`src/rtl/rwcm_pkg.sv`:
```
// rwcm_pkg: constants for the reset, watchdog and clock monitor block.
// assumes a 10 MHz clock; shared by the design and its bench.
package rwcm_pkg;

    // clock rate and timing
    localparam int CLK_HZ           = 10_000_000;
    localparam int POR_OSC_CYCLES   = 4064;
    localparam int PIN_DRIVE_CYCLES = 4;
    localparam int CKMON_TIMEOUT_US = 50;
    localparam int CKMON_CYCLES     = CKMON_TIMEOUT_US * (CLK_HZ / 1_000_000);
    localparam int WDOG_BASE_DIV    = 32768;

    // register indices; byte address is four times the index
    localparam logic [5:0] IDX_SERVICE = 6'h1d;
    localparam logic [5:0] IDX_CONTROL = 6'h1e;

    // control register fields
    localparam int CTL_SEL_LO = 0;
    localparam int CTL_SEL_HI = 1;
    localparam int CTL_WDOG   = 2;
    localparam int CTL_CKCHK  = 3;
    localparam int CTL_FLAG   = 4;

    // service sequence values
    localparam logic [7:0] SVC_ARM  = 8'h55;
    localparam logic [7:0] SVC_DONE = 8'hAA;

    // restart vector and core reset values
    localparam logic [15:0] VEC_HI_ADR   = 16'h1ffe;
    localparam logic [15:0] VEC_LO_ADR   = 16'h1fff;
    localparam logic [15:0] SP_RESET     = 16'h00ff;
    localparam logic [15:0] TIMER_RESET  = 16'hfffc;
    localparam logic [7:0]  DDR_RESET    = 8'h00;
    localparam logic        IMASK_RESET  = 1'b1;
    localparam logic        TXEMPTY_RST  = 1'b1;
    localparam logic        TXDONE_RST   = 1'b1;

    // reset sequencer states
    typedef enum logic [5:0] {
        ST_POR  = 6'b00_0001,
        ST_DRV  = 6'b00_0010,
        ST_HOLD = 6'b00_0100,
        ST_VHI  = 6'b00_1000,
        ST_VLO  = 6'b01_0000,
        ST_RUN  = 6'b10_0000
    } rwcm_state_e;

endpackage

```
`src/rtl/rwcm_top.sv`:
```
// rwcm_top: reset control with watchdog and clock monitor.
// assumes clk_i is a free 10 MHz reference, bus_tick_i marks
// each bus clock cycle, vec_dat_i answers in the same cycle as vec_adr_o.
//
// Contract
// - reset comes from pin, power-on, watchdog timeout or clock loss
// - power-on reset fires only on a rising supply edge
// - power-on holds reset 4064 oscillator cycles after oscillator starts
// - pin still low after power-on delay keeps the core in reset
// - reset clears ddrs, sets sp 00ff, sets mask, clears latches
// - reset disables async port and sets its flags to reset values
// - reset disables sync port as peripheral, clears its bits
// - reset zeroes timer prescaler, loads ffff-3, clears timer bits
// - on exit, pc high from 1ffe and low from 1fff
// - enabled watchdog timeout causes a system reset
// - flag set by watchdog or monitor reset, cleared by pin or power
// - reading the control register clears the flag
// - monitor enable bit is read and write at any time
// - period select divides bus clock over 2^15 by 1,4,16,64
// - period select resets to 00
// - writing 55 then aa restarts the watchdog count
// - any access except a service write of a value other than 55 may fall between the two service writes
// - watchdog or monitor reset drives the pin low four cycles
// - enabled monitor resets when the bus clock stops too long
// - monitor reset uses the ordinary restart vector
// - enabled monitor resets at stop entry
`timescale 1ns/1ps
`default_nettype none
module rwcm_top #(
    parameter int WDOG_DIV = rwcm_pkg::WDOG_BASE_DIV
) (
    // clock and flop reset
    input  wire logic        clk_i,
    input  wire logic        rst_i,
    // wishbone slave
    input  wire logic        cyc_i,
    input  wire logic        stb_i,
    input  wire logic        we_i,
    input  wire logic [7:0]  adr_i,
    input  wire logic [3:0]  sel_i,
    input  wire logic [31:0] dat_i,
    output logic      [31:0] dat_o,
    output logic             ack_o,
    // power, oscillator and core status
    input  wire logic        por_i,
    input  wire logic        osc_ok_i,
    input  wire logic        bus_tick_i,
    input  wire logic        stop_i,
    // reset pin, open drain
    input  wire logic        rst_pin_i,
    output logic             rst_pin_o,
    output logic             rst_pin_oe_o,
    // reset to core and peripherals
    output logic             sys_rst_o,
    // restart vector fetch
    output logic      [15:0] vec_adr_o,
    output logic             vec_rd_o,
    input  wire logic [7:0]  vec_dat_i,
    output logic      [15:0] pc_o
);

    localparam int WCW = 22;
    localparam int CKW = 10;
    localparam logic [11:0] POR_LAST = 12'(rwcm_pkg::POR_OSC_CYCLES - 1);
    localparam logic [2:0]  DRV_LAST = 3'(rwcm_pkg::PIN_DRIVE_CYCLES - 1);
    localparam logic [CKW-1:0] CK_LAST = CKW'(rwcm_pkg::CKMON_CYCLES - 1);

    // watchdog limit for a period select code
    function automatic logic [WCW-1:0] wdog_limit(input logic [1:0] s);
        wdog_limit = WCW'(WDOG_DIV) << (2 * s);
    endfunction

    // pin and power inputs pass two flops
    logic [1:0] pin_sync_reg;
    logic [1:0] por_sync_reg;
    logic [1:0] osc_sync_reg;
    logic       por_last_reg;
    logic       pin_s;
    logic       por_s;
    logic       osc_s;
    logic       por_rise;
    always_ff @(posedge clk_i) begin
        if (rst_i) begin
            pin_sync_reg <= 2'h3;
            por_sync_reg <= 2'h0;
            osc_sync_reg <= 2'h0;
            por_last_reg <= 1'b0;
        end else begin
            pin_sync_reg <= {pin_sync_reg[0], rst_pin_i};
            por_sync_reg <= {por_sync_reg[0], por_i};
            osc_sync_reg <= {osc_sync_reg[0], osc_ok_i};
            por_last_reg <= por_sync_reg[1];
        end
    end
    assign pin_s    = pin_sync_reg[1];
    assign por_s    = por_sync_reg[1];
    assign osc_s    = osc_sync_reg[1];
    assign por_rise = por_s & ~por_last_reg;

    // register file state
    logic [1:0] sel_reg, sel_next;
    logic       wd_on_reg, wd_on_next;
    logic       ck_on_reg, ck_on_next;
    logic       flag_reg, flag_next;
    logic       armed_reg, armed_next;
    logic       ack_reg, ack_next;
    logic [31:0] rd_reg, rd_next;
    // sequencer and counters
    rwcm_pkg::rwcm_state_e st_reg, st_next;
    logic [11:0]   por_cnt_reg, por_cnt_next;
    logic [2:0]    drv_cnt_reg, drv_cnt_next;
    logic [WCW-1:0] wd_cnt_reg, wd_cnt_next;
    logic [CKW-1:0] ck_cnt_reg, ck_cnt_next;
    logic          ck_lost_reg, ck_lost_next;
    logic [15:0]   vadr_reg, vadr_next;
    logic          vrd_reg, vrd_next;
    logic [15:0]   pc_reg, pc_next;
    logic          srst_reg, srst_next;
    logic          pin_oe_reg, pin_oe_next;

    // bus decode
    logic req, wr_acc, rd_acc, hit_svc, hit_ctl;
    logic svc_wr, ctl_wr, ctl_rd, svc_done, run;
    logic wd_fire, ck_fire, ext_rst, fail;
    assign req     = cyc_i & stb_i & ~ack_reg;
    assign wr_acc  = req & we_i & sel_i[0];
    assign rd_acc  = req & ~we_i;
    assign hit_svc = adr_i[7:2] == rwcm_pkg::IDX_SERVICE;
    assign hit_ctl = adr_i[7:2] == rwcm_pkg::IDX_CONTROL;
    assign svc_wr  = wr_acc & hit_svc;
    assign ctl_wr  = wr_acc & hit_ctl;
    assign ctl_rd  = rd_acc & hit_ctl;
    assign run     = st_reg == rwcm_pkg::ST_RUN;
    assign svc_done = svc_wr & armed_reg
                    & (dat_i[7:0] == rwcm_pkg::SVC_DONE);

    // reset causes while running
    assign wd_fire = run & wd_on_reg & bus_tick_i
                   & (wd_cnt_reg == wdog_limit(sel_reg) - 1'b1);
    assign ck_fire = run & ck_on_reg
                   & ((ck_cnt_reg == CK_LAST) | stop_i);
    assign ext_rst = run & ~pin_s;
    assign fail    = wd_fire | ck_fire;

    // register file next values
    always_comb begin
        sel_next   = sel_reg;
        wd_on_next = wd_on_reg;
        ck_on_next = ck_on_reg;
        flag_next  = flag_reg;
        armed_next = armed_reg;
        ack_next   = cyc_i & stb_i & ~ack_reg;
        rd_next    = 32'h0000_0000; // unmapped reads as zero
        if (ctl_rd) begin
            rd_next[rwcm_pkg::CTL_SEL_HI:rwcm_pkg::CTL_SEL_LO] = sel_reg;
            rd_next[rwcm_pkg::CTL_WDOG]  = wd_on_reg;
            rd_next[rwcm_pkg::CTL_CKCHK] = ck_on_reg;
            rd_next[rwcm_pkg::CTL_FLAG]  = flag_reg;
            flag_next = 1'b0;
        end
        if (ctl_wr) begin
            sel_next   = dat_i[rwcm_pkg::CTL_SEL_HI:rwcm_pkg::CTL_SEL_LO];
            wd_on_next = dat_i[rwcm_pkg::CTL_WDOG];
            ck_on_next = dat_i[rwcm_pkg::CTL_CKCHK];
        end
        // arming survives unrelated accesses
        if (svc_wr) begin
            armed_next = dat_i[7:0] == rwcm_pkg::SVC_ARM;
        end
        // pin or power reset clears the flag
        if (por_rise | ext_rst) begin
            flag_next = 1'b0;
        end
        // a failure reset sets it and wins over a read
        if (fail) begin
            flag_next = 1'b1;
        end
        // any reset returns controls to defaults
        if (por_rise | ext_rst | fail) begin
            sel_next   = 2'h0;
            wd_on_next = 1'b0;
            ck_on_next = 1'b0;
            armed_next = 1'b0;
        end
    end

    always_ff @(posedge clk_i) begin
        if (rst_i) begin
            sel_reg   <= 2'h0;
            wd_on_reg <= 1'b0;
            ck_on_reg <= 1'b0;
            flag_reg  <= 1'b0;
            armed_reg <= 1'b0;
            ack_reg   <= 1'b0;
            rd_reg    <= 32'h0000_0000;
        end else begin
            sel_reg   <= sel_next;
            wd_on_reg <= wd_on_next;
            ck_on_reg <= ck_on_next;
            flag_reg  <= flag_next;
            armed_reg <= armed_next;
            ack_reg   <= ack_next;
            rd_reg    <= rd_next;
        end
    end

    // watchdog and clock monitor counters
    always_comb begin
        wd_cnt_next = wd_cnt_reg;
        if (!run || !wd_on_reg || svc_done) begin
            wd_cnt_next = '0;
        end else if (bus_tick_i) begin
            wd_cnt_next = wd_cnt_reg + 1'b1;
        end
        ck_cnt_next = ck_cnt_reg + 1'b1;
        if (bus_tick_i || !run || ck_cnt_reg == CK_LAST) begin
            ck_cnt_next = '0;
        end
    end

    // reset sequencer; every cause ends in the one vector fetch
    always_comb begin
        st_next      = st_reg;
        por_cnt_next = por_cnt_reg;
        drv_cnt_next = drv_cnt_reg;
        ck_lost_next = ck_lost_reg;
        vadr_next    = vadr_reg;
        vrd_next     = 1'b0;
        pc_next      = pc_reg;
        case (st_reg)
            rwcm_pkg::ST_POR: begin
                if (osc_s) begin
                    por_cnt_next = por_cnt_reg + 1'b1;
                    if (por_cnt_reg == POR_LAST) begin
                        st_next = rwcm_pkg::ST_HOLD;
                    end
                end
            end
            rwcm_pkg::ST_DRV: begin
                // a lost bus clock gives no ticks, so count reference
                if (bus_tick_i || ck_lost_reg) begin
                    drv_cnt_next = drv_cnt_reg + 1'b1;
                    if (drv_cnt_reg == DRV_LAST) begin
                        st_next = rwcm_pkg::ST_HOLD;
                    end
                end
            end
            rwcm_pkg::ST_HOLD: begin
                if (pin_s) begin
                    st_next   = rwcm_pkg::ST_VHI;
                    vadr_next = rwcm_pkg::VEC_HI_ADR;
                    vrd_next  = 1'b1;
                end
            end
            rwcm_pkg::ST_VHI: begin
                pc_next[15:8] = vec_dat_i;
                vadr_next = rwcm_pkg::VEC_LO_ADR;
                vrd_next  = 1'b1;
                st_next   = rwcm_pkg::ST_VLO;
            end
            rwcm_pkg::ST_VLO: begin
                pc_next[7:0] = vec_dat_i;
                st_next = rwcm_pkg::ST_RUN;
            end
            rwcm_pkg::ST_RUN: begin
                if (fail) begin
                    st_next      = rwcm_pkg::ST_DRV;
                    drv_cnt_next = 3'h0;
                    ck_lost_next = ck_fire;
                end else if (ext_rst) begin
                    st_next = rwcm_pkg::ST_HOLD;
                end
            end
            default: begin
                st_next = rwcm_pkg::ST_POR;
            end
        endcase
        // a rising supply restarts from anywhere
        if (por_rise) begin
            st_next      = rwcm_pkg::ST_POR;
            por_cnt_next = 12'h000;
            vrd_next     = 1'b0;
        end
    end

    // outputs registered from the next state
    always_comb begin
        srst_next   = st_next != rwcm_pkg::ST_RUN;
        pin_oe_next = st_next == rwcm_pkg::ST_DRV;
    end

    always_ff @(posedge clk_i) begin
        if (rst_i) begin
            st_reg      <= rwcm_pkg::ST_POR;
            por_cnt_reg <= 12'h000;
            drv_cnt_reg <= 3'h0;
            wd_cnt_reg  <= '0;
            ck_cnt_reg  <= '0;
            ck_lost_reg <= 1'b0;
            vadr_reg    <= 16'h0000;
            vrd_reg     <= 1'b0;
            pc_reg      <= 16'h0000;
            srst_reg    <= 1'b1;
            pin_oe_reg  <= 1'b0;
        end else begin
            st_reg      <= st_next;
            por_cnt_reg <= por_cnt_next;
            drv_cnt_reg <= drv_cnt_next;
            wd_cnt_reg  <= wd_cnt_next;
            ck_cnt_reg  <= ck_cnt_next;
            ck_lost_reg <= ck_lost_next;
            vadr_reg    <= vadr_next;
            vrd_reg     <= vrd_next;
            pc_reg      <= pc_next;
            srst_reg    <= srst_next;
            pin_oe_reg  <= pin_oe_next;
        end
    end

    // port drivers
    assign dat_o        = rd_reg;
    assign ack_o        = ack_reg;
    assign rst_pin_o    = 1'b0; // open drain, low only
    assign rst_pin_oe_o = pin_oe_reg;
    assign sys_rst_o    = srst_reg;
    assign vec_adr_o    = vadr_reg;
    assign vec_rd_o     = vrd_reg;
    assign pc_o         = pc_reg;

    // bus ticks seen while the pin is driven, for the drive length check
    logic [3:0] drv_seen_reg, drv_seen_next;
    always_comb begin
        drv_seen_next = 4'h0;
        if (rst_pin_oe_o) begin
            drv_seen_next = drv_seen_reg + {3'h0, bus_tick_i};
        end
    end

    always_ff @(posedge clk_i) begin
        if (rst_i) begin
            drv_seen_reg <= 4'h0;
        end else begin
            drv_seen_reg <= drv_seen_next;
        end
    end
endmodule
`default_nettype wire

```
`config.mk`:
```
export PLATFORM = sky130hd
export DESIGN_NAME = rwcm_top
export DESIGN_NICKNAME = d
export VERILOG_FILES = /design/src/rtl/rwcm_pkg.sv /design/src/rtl/rwcm_top.sv
export SDC_FILE = /design/constraint.sdc
export NUM_CORES = 1
export LEC_CHECK = 0
export BUFFER_PORTS_ARGS = -buffer_cell sky130_fd_sc_hd__buf_2
export CORE_AREA = 2 2 92 94
export CTS_CLUSTER_DIAMETER = 30
export CTS_CLUSTER_SIZE = 24
export DETAILED_ROUTE_END_ITERATION = 16
export DIE_AREA = 0 0 94 96
export GPL_TIMING_DRIVEN = 0
export MAX_ROUTING_LAYER = met4
export PLACE_DENSITY_LB_ADDON = 0.08
export SETUP_SLACK_MARGIN = 0.2
export SYNTH_ARGS = -nofsm -noshare
export SYNTH_HDL_FRONTEND = slang
export SYNTH_SLANG_ARGS = --single-unit
export TNS_END_PERCENT = 50
```
`constraint.sdc`:
```
create_clock -name clk_i -period 3.9 [get_ports clk_i]
set_input_delay 0 -clock clk_i [delete_from_list [all_inputs] [get_ports clk_i]]
set_output_delay 0 -clock clk_i [all_outputs]
set_load 0.02 [all_outputs]
```
# Word level (Yosys, flattened, before mapping)
# Cells that the tools add are included.
dict set report op_classes {
  add_sub_neg 5
  eq_ne 19
  shifts 1
  mux 19
  n_bitwise 26
  n_reduce_logical 19
}
# cell count
set op_table {}
lappend op_table {{$mux W6} 8}
lappend op_table {{$pmux W6 S6} 1}
lappend op_table {{$pmux W16 S2} 1}
lappend op_table {{$add A22 B1 Y22 const B} 1}
lappend op_table {{$eq A22 B22 Y1} 1}
lappend op_table {{$shl A16 B3 Y22 const A} 1}
lappend op_table {{$sub A22 B1 Y22 const B} 1}
lappend op_table {{$eq A6 B5 Y1 const B} 3}
lappend op_table {{$and A1 B1 Y1} 17}
lappend op_table {{$mux W16} 1}
lappend op_table {{$add A12 B1 Y12 const B} 1}
lappend op_table {{$eq A12 B12 Y1 const B} 1}
lappend op_table {{$eq A6 B2 Y1 const B} 2}
lappend op_table {{$add A10 B1 Y10 const B} 1}
lappend op_table {{$eq A10 B9 Y1 const B} 1}
lappend op_table {{$reduce_or A2 Y1} 5}
lappend op_table {{$eq A8 B7 Y1 const B} 1}
lappend op_table {{$eq A8 B8 Y1 const B} 1}
lappend op_table {{$eq A6 B1 Y1 const B} 1}
lappend op_table {{$eq A6 B3 Y1 const B} 1}
lappend op_table {{$eq A6 B4 Y1 const B} 1}
lappend op_table {{$eq A6 B6 Y1 const B} 1}
lappend op_table {{$mux W3} 2}
lappend op_table {{$ne A6 B6 Y1 const B} 1}
lappend op_table {{other kinds (15)} 34}
dict set report totals {
  ff_bits 135
  in_bits 62
  out_inout_bits 69
  wordCells 113
}

# Logic depth before layout (Yosys ltp)
# Gate-level depths: netlist (run 1).
dict set report logic_depth {
  ltp_word 9
  depth_mapped 8
  ltp_nobuf 8
}

# Least setup slack after synthesis (run 1)
# OpenSTA, ideal clock, no wires.
dict set report synth_path {
  path_kind {reg-to-reg}
  from {reg sel_reg[0]}
  to {reg srst_reg (netlist: sys_rst_o)}
  setup_ns 0.114
  arrival_time_ns 2.130
  required_time_ns 3.786
  slack_ns 1.656
  stages_incl_launch_ff 9
  n_path_buf 0
  period_less_slack_ns 2.244
  cell_sequence {dfxtp_1 or2_2 ha_1 xnor2_1 nor4_1 and3_1 a41oi_1 nand3_1 a21o_1}
}
dict set report synth_between {
  elab_chain_cells 9
}
# element line
set synth_lines {}
lappend synth_lines {{start, declared} rwcm_top.sv:101} ;# logic [1:0] sel_reg, sel_next;
lappend synth_lines {{start signal, assigned} rwcm_top.sv:197} ;# sel_reg <= sel_next;
lappend synth_lines {{$shl A16 B3 Y22} rwcm_top.sv:70} ;# wdog_limit = WCW'(WDOG_DIV) << (2 * s);
lappend synth_lines {{$sub A22 B1 Y22} rwcm_top.sv:139} ;# & (wd_cnt_reg == wdog_limit(sel_reg) - 1'b1);
lappend synth_lines {{$eq A22 B22 Y1} rwcm_top.sv:139}
lappend synth_lines {{$and A1 B1 Y1} rwcm_top.sv:139}
lappend synth_lines {{$or A1 B1 Y1} rwcm_top.sv:143} ;# assign fail = wd_fire | ck_fire;
lappend synth_lines {{$mux W6} rwcm_top.sv:266} ;# if (fail) begin
lappend synth_lines {{$pmux W6 S6} rwcm_top.sv:230} ;# case (st_reg)
lappend synth_lines {{$mux W6} rwcm_top.sv:279} ;# if (por_rise) begin
lappend synth_lines {{$ne A6 B6 Y1} rwcm_top.sv:288} ;# srst_next = st_next != rwcm_pkg::ST_RUN;
lappend synth_lines {{end signal, assigned} rwcm_top.sv:315} ;# srst_reg <= srst_next;
lappend synth_lines {{end, declared} rwcm_top.sv:118} ;# logic srst_reg, srst_next;
# Every way passes these cells.
# A chain may end at the register's enable or synchronous reset.

# Worst setup path after layout (run 1)
dict set report layout_path {
  from {reg sel_reg[0]}
  to {reg sel_reg[0]}
}
dict set report layout_between {
  elab_chain_cells 7
}
# element line
set layout_lines {}
lappend layout_lines {{$shl A16 B3 Y22} rwcm_top.sv:70}
lappend layout_lines {{$sub A22 B1 Y22} rwcm_top.sv:139}
lappend layout_lines {{$eq A22 B22 Y1} rwcm_top.sv:139}
lappend layout_lines {{$and A1 B1 Y1} rwcm_top.sv:139}
lappend layout_lines {{$or A1 B1 Y1} rwcm_top.sv:143}
lappend layout_lines {{$or A1 B1 Y1} rwcm_top.sv:179} ;# if (por_rise | ext_rst | fail) begin
lappend layout_lines {{$reduce_or A2 Y1 (no line)} n/a}
# Every way passes these cells.

==> impl_metrics.env, run 1 <==
export IMPL_final_cells=726
export IMPL_crit_path_start="sel_reg[0]"
export IMPL_async_flop_share_pct=0
export IMPL_die_w_um=94
export IMPL_p_leak_nw=2.252
export IMPL_reg2reg_slack_ps=1300
export IMPL_cts_resized=0
export IMPL_status="complete, no violations"
export IMPL_worst_hold_slack_ps=23.59
export IMPL_worst_ep_required_time_ps=4190
export IMPL_syn_area_per_cell_um2=8.799
export IMPL_drtIter0Drc=95
export IMPL_cp_cell_sequence="or2_2 -> ha_1 -> xnor2_1 -> nor4_1 -> and3_1 -> a41oi_1 -> nand2_1 -> nor2_1"
export IMPL_cts_tree="done"
export IMPL_clk_path_buf_depth=2
export IMPL_yosysTopAreaCell="dfxtp_1"
export IMPL_crit_arrival_ps=2900
export IMPL_cp_end_kind="flop"
export IMPL_start_kind="flop"
export IMPL_stdcell_area_um2=5278
export IMPL_crit_buf_inv=0
export IMPL_syn_inst=488
export IMPL_cts_root_buf="clkbuf_8"
export IMPL_dpl_cell_area_um2=4878
export IMPL_critPathMaxStageDelay_ps=640
export IMPL_postCtsHoldBufs=19
export IMPL_timing_rr_end="sel_reg[0]"
export IMPL_largest_reg_flops=22
export IMPL_post_drt_wl_per_cell_um=11.95
export IMPL_worstSkewPairLatency_ps=360
export IMPL_yosys_top_cells_area="dfxtp_1 (44%), buf_4 (7.3%), nor2_1 (6.9%)"
export IMPL_grt_pass1_vias=3297
export IMPL_htree_levels=3
export IMPL_antenna_cells=0
export IMPL_fin_nets=684
export IMPL_area_growth_pct=22.90
export IMPL_drive_above_1_share_pct=22.87
export IMPL_start_util_pct=53.33
export IMPL_period_needed_ps=2602
export IMPL_timing_final_max_slew_violations=0
export IMPL_cts_reportedPaths_clkPinSlew_ps=100
export IMPL_dieHeight_um=96
export IMPL_synth_top_area_share_pct=43.82
export IMPL_antenna_found_initial=0
export IMPL_synth_area_um2=4294
export IMPL_wl_um=8679
export IMPL_drc_errors=0
export IMPL_crit_path_max_fanout=9
export IMPL_hp_class="in2reg"
export IMPL_cts_setup_buffers=0
export IMPL_route_vias_total=3498
export IMPL_rr_worst_depth=8
export IMPL_synth_distinct_cells=52
export IMPL_coreArea_um2=8051
export IMPL_clkSinkCount=94
export IMPL_path_depth=8
export IMPL_powerDensity_nw_per_um2=333.0
export IMPL_maxSlewHeadroom_pct=38.27
export IMPL_synth_flop_cell="dfxtp_1"
export IMPL_tns_ps=0
export IMPL_numCtsBuffers=9
export IMPL_viasPerCell=4.818
export IMPL_setup_violations_final=0
export IMPL_r2r_start="sel_reg[0]"
export IMPL_worstSetupPathType="reg2reg"
export IMPL_hold_violations=0
export IMPL_min_period_over_period_pct=66.71
export IMPL_grt_usage_pct=20.40
export IMPL_total_power_mw=1.758
export IMPL_worst_ir_drop_vdd_uv=217.3
export IMPL_cp_slowest_cell="a41oi_1"
export IMPL_yosysSeqAreaShare_pct=43.82
export IMPL_ios=131
export IMPL_synth_edff_count=0
export IMPL_critPathCapture="sel_reg[0]"
export IMPL_ys_seq_elements=94
export IMPL_cpLargestDelayFamily="simple AND/OR/NAND/NOR gates"
export IMPL_ys_warn_count=0
export IMPL_skew_ps=15.75
export IMPL_dp_cells=691
export IMPL_routabilityCongestion=0.8094
export IMPL_rsz0062_at_grt="no"
export IMPL_die_area_um2=9024
export IMPL_clock_fmax_mhz=384.4
export IMPL_overflow=0
export IMPL_num_rows=33
export IMPL_worst_pin_slew_ps=913.0
export IMPL_place_hpwl_um=6308
export IMPL_grt_max_degree=19
export IMPL_drv_cap=0
export IMPL_ant_nets=0
export IMPL_first_pass_iters=5
export IMPL_io_buffer_count=68
export IMPL_grt_pass1_wl_um=14420
tightest hold or removal path, cell delays in order:
cell and delay (ps):
buf_2 190, xnor2_1 90, nor2_1 70
per-layer routing:
metal | part of all wire (%) | global-route usage [%]
met1 | 48 | 25.36
met2 | 48 | 34.11
met3 | 3.7 | 3.289
met4 | 0.80 | 6.763
met5 | 0 | -
placed cells by master (no fill, tap or decap), types with 4 or more instances in the layout:
cell type,count
dfxtp_1,94
xor2_1,25
a21oi_1,25
clkbuf_8,9
nor4_1,5
nand2_1,34
and3_1,7
nand4_1,11
nand2b_1,5
buf_4,42
ha_1,6
o21ai_0,8
nand3b_1,4
and2_1,5
clkbuf_1,12
nand3_1,27
inv_1,9
conb_1,31
nor2_1,79
xnor2_1,17
nand4b_1,4
or2_2,6
mux2i_1,13
dlygate4sd3_1,19
nor2b_1,7
nor3_1,7
buf_2,69
power breakdown:
part	switching, mW	internal (mW)	leakage (nW)
clock network	0.367	0.310	0.107
registers	0.00235	0.963	0.758
logic	0.0603	0.0543	1.39
through the flow:
stage	util, %	setup WS (ps)
after floorplan	-	1656
after global placement	60.59	1345
after detailed placement	60.59	1300
after CTS	65.55	1265
after global routing	65.55	1044
final	65.55	1298
synth_stat cells (all sizes together) (2+ instances only):
| cell type | count |
|---|---|
| a21o | 3 |
| a21oi | 25 |
| a31oi | 2 |
| and2 | 5 |
| and3 | 7 |
| buf | 46 |
| clkbuf | 12 |
| dfxtp | 94 |
| ha | 6 |
| inv | 9 |
| mux2i | 13 |
| nand2 | 34 |
| nand2b | 5 |
| nand3 | 27 |
| nand3b | 4 |
| nand4 | 11 |
| nand4b | 4 |
| nor2 | 79 |
| nor2b | 7 |
| nor3 | 8 |
| nor4 | 6 |
| nor4b | 2 |
| nor4bb | 2 |
| o21ai | 8 |
| or2 | 6 |
| or3 | 3 |
| or4 | 2 |
| xnor2 | 17 |
| xor2 | 25 |
how the worst min path moves through the flow:
stage / start / to / slack [ps] / cells past startpoint
floorplan: rst_pin_i / pin_sync_reg[0] / 100 / 1
global placement: rst_pin_i / pin_sync_reg[0] / 190 / 2
detailed placement: rst_pin_i / pin_sync_reg[0] / 190 / 2
CTS: bus_tick_i / wd_cnt_reg[0] / 20 / 3
global route: bus_tick_i / wd_cnt_reg[0] / 30 / 3
finish: bus_tick_i / wd_cnt_reg[0] / 20 / 3
cell families after synthesis:
kind of cell | count (synthesis) | share of synthesized area [%]
mux | 13 | 3.030
simple gates | 218 | 25.96
compound gates | 47 | 6.702
other cells | 1 | 0.08733
flops | 94 | 43.82
xor+xnor | 42 | 8.566
fa+ha+maj | 6 | 1.748
buf+inv | 67 | 10.08
final cells by class:
class	instances	area (um2)
timing repair buffer	87	530.5
buffer	58	399.1
clock buffer	9	123.9
fill	727	2774
clock inverter	7	85.08
multi-input combinational	357	2092
tap	105	131.4
sequential	94	1882
inverter	9	33.78
Note: power is estimated with default switching activity, not from simulation.
==> run 2, diff against run 1 <==
- CORE_AREA: 2 2 92 94 -> 2 2 95 97
- DIE_AREA: 0 0 94 96 -> 0 0 97 99
- clock period: 3.9 -> 2.7 ns (I/O delays scaled with it)
==> run 2 against run 1 <==
  * Clock skew grew 3.9 ps
  * Power grew 38%
  * Sequential power grew 44%
  * Highest routed layer unchanged
  * Sequential share of layout area grew 0.10 points
  * Utilization shrank 4.0 points
  * Fmax grew 15%
  * Sequential cell count is the same
  * Critical path depth is the same
  * Non-clock buffer count shrank 1
==> impl_metrics.env, run 2 (synthesis gave the netlist of run 1 again) <==
export IMPL_worstSetupPathType="reg2reg"
export IMPL_antenna_found_initial=0
export IMPL_total_power_mw=2.424
export IMPL_ant_nets=0
export IMPL_coreArea_um2=8551
export IMPL_cts_root_buf="clkbuf_8"
export IMPL_utilization_pct=61.55
export IMPL_cts_setup_buffers=0
export IMPL_ios=131
export IMPL_worst_ep_required_time_ps=2960
export IMPL_cp_cell_sequence="or2_2 -> ha_1 -> xnor2_1 -> nor4_1 -> and3_1 -> a41oi_4 -> nand3_1 -> a21o_1"
export IMPL_area_growth_pct=22.55
export IMPL_start_util_pct=50.22
export IMPL_start_kind="flop"
export IMPL_final_cell_mix="dfxtp_1 (94), nor2_1 (79), buf_2 (69), buf_4 (42), nand2_1 (34)"
export IMPL_whs_path_depth=2
export IMPL_grt_pass1_vias=3146
export IMPL_grt_max_degree=17
export IMPL_first_pass_iters=4
export IMPL_numCtsBuffers=9
export IMPL_cts_reportedPaths_clkPinSlew_ps=90
export IMPL_hold_start="rst_i"
export IMPL_r2r_start="sel_reg[0]"
export IMPL_p_leak_nw=2.234
export IMPL_dieHeight_um=99
export IMPL_drv_cap=0
export IMPL_powerDensity_nw_per_um2=460.7
export IMPL_drtIter0Drc=116
export IMPL_crit_buf_inv=0
export IMPL_tns_ps=0
export IMPL_cts_tree="done"
export IMPL_cpLargestDelayFamily="simple AND/OR/NAND/NOR gates"
export IMPL_viasPerCell=4.735
export IMPL_rsz0062_at_grt="no"
export IMPL_antenna_cells=0
export IMPL_hold_violations=0
export IMPL_largest_reg_flops=22
export IMPL_min_period_over_period_pct=83.93
export IMPL_worst_hold_slack_ps=23.86
export IMPL_cp_end_kind="flop"
export IMPL_skew_ps=19.63
export IMPL_stdcell_area_um2=5263
export IMPL_worstSkewPairLatency_ps=360
export IMPL_crit_path_max_fanout=9
export IMPL_clkSinkCount=94
export IMPL_drc_errors=0
export IMPL_period_needed_ps=2266
export IMPL_critPathMaxStageDelay_ps=380
export IMPL_grt_pass1_wl_um=14290
export IMPL_min_to="osc_sync_reg[0]"
export IMPL_drive_above_1_share_pct=23.06
export IMPL_die_area_um2=9603
export IMPL_wl_um=8643
export IMPL_overflow=0
export IMPL_die_w_um=97
export IMPL_setup_violations_final=0
export IMPL_clock_fmax_mhz=441.3
export IMPL_route_vias_total=3447
export IMPL_num_rows=34
export IMPL_rr_worst_depth=8
export IMPL_timing_final_max_slew_violations=0
export IMPL_post_drt_wl_per_cell_um=11.87
export IMPL_htree_levels=3
export IMPL_reg2reg_slack_ps=430
export IMPL_fin_nets=683
export IMPL_dpl_cell_area_um2=4882
export IMPL_crit_arrival_ps=2520
export IMPL_final_common_cell="dfxtp_1"
export IMPL_place_hpwl_um=6211
export IMPL_io_buffer_count=68
export IMPL_routabilityCongestion=0.7849
export IMPL_grt_usage_pct=18.55
export IMPL_maxSlewHeadroom_pct=41.51
export IMPL_hp_class="in2reg"
export IMPL_timing_rr_end="sys_rst_o"
export IMPL_worst_ir_drop_vdd_uv=215.5
export IMPL_status="complete, no violations"
export IMPL_clk_path_buf_depth=2
export IMPL_worst_pin_slew_ps=875.0
export IMPL_cp_slowest_cell="dfxtp_1"
-- run 2: changes by cell type in the layout (fill, tap and decap cells not counted), sizes merged --
cell and change:
clkinvlp +1, bufinv -1, clkbuf +1, dlygate4sd3 -1, inv -2, clkinv +1
-- run 2: how the worst max path moves through the flow --
| stage | start | to | slack [ps] | depth (start not counted) |
|---|---|---|---|---|
| 6_report | sel_reg[0] | sys_rst_o | 430 | 8 |
| 5_1_grt | sel_reg[0] | sys_rst_o | 290 | 8 |
| 4_1_cts | sel_reg[0] | sys_rst_o | 370 | 8 |
| 3_5_place_dp | sel_reg[0] | ck_on_reg | 150 | 8 |
| 3_3_place_gp | sel_reg[0] | sys_rst_o | 120 | 8 |
| 2_1_floorplan | sel_reg[0] | sys_rst_o | 460 | 8 |
-- run 2: metrics by stage --
step	setup WS [ps]	std cells
after floorplan	456.3	518
after global placement	117.9	694
after detailed placement	148.6	694
after CTS	365.5	728
after global routing	293.8	728
final	434.0	728
-- run 2: layer usage --
metal	wire (um)	global-route usage [%]	part of all wire, %
met5	0	-	0
met4	39	6.284	0.45
met3	346	2.837	4.0
met2	3910	28.63	45
met1	4347	25.00	50
-- run 2: power by group --
| group | leakage [nW] | internal [mW] | switching [mW] |
|---|---|---|---|
| Sequential | 0.758 | 1.39 | 0.00355 |
| Clock | 0.0930 | 0.365 | 0.500 |
| Combinational | 1.38 | 0.0775 | 0.0864 |
-- run 2: worst reg2reg max path, cell delays in order, from the launching register on --
cell,delay (ps)
dfxtp_1,380
or2_2,330
ha_1,310
xnor2_1,180
nor4_1,70
and3_1,200
a41oi_4,360
nand3_1,150
a21o_1,190
-- run 2: layout make-up --
| type | instances | area, um2 |
|---|---|---|
| plain buffers | 58 | 399.1 |
| clock buffers | 10 | 137.6 |
| clock inverters | 6 | 43.79 |
| fillers | 781 | 3288 |
| inverters | 9 | 33.78 |
| multi-input cells | 357 | 2111 |
| flip-flops and latches | 94 | 1882 |
| well taps | 108 | 135.1 |
| repair buffers | 86 | 520.5 |
-- run 2: repair_timing --
action,CTS,global route
cloned,0,0
hold buffers,18,0
resized for setup,1,1
endpoints found under the setup margin,6,1
endpoints found under the hold margin,25,0
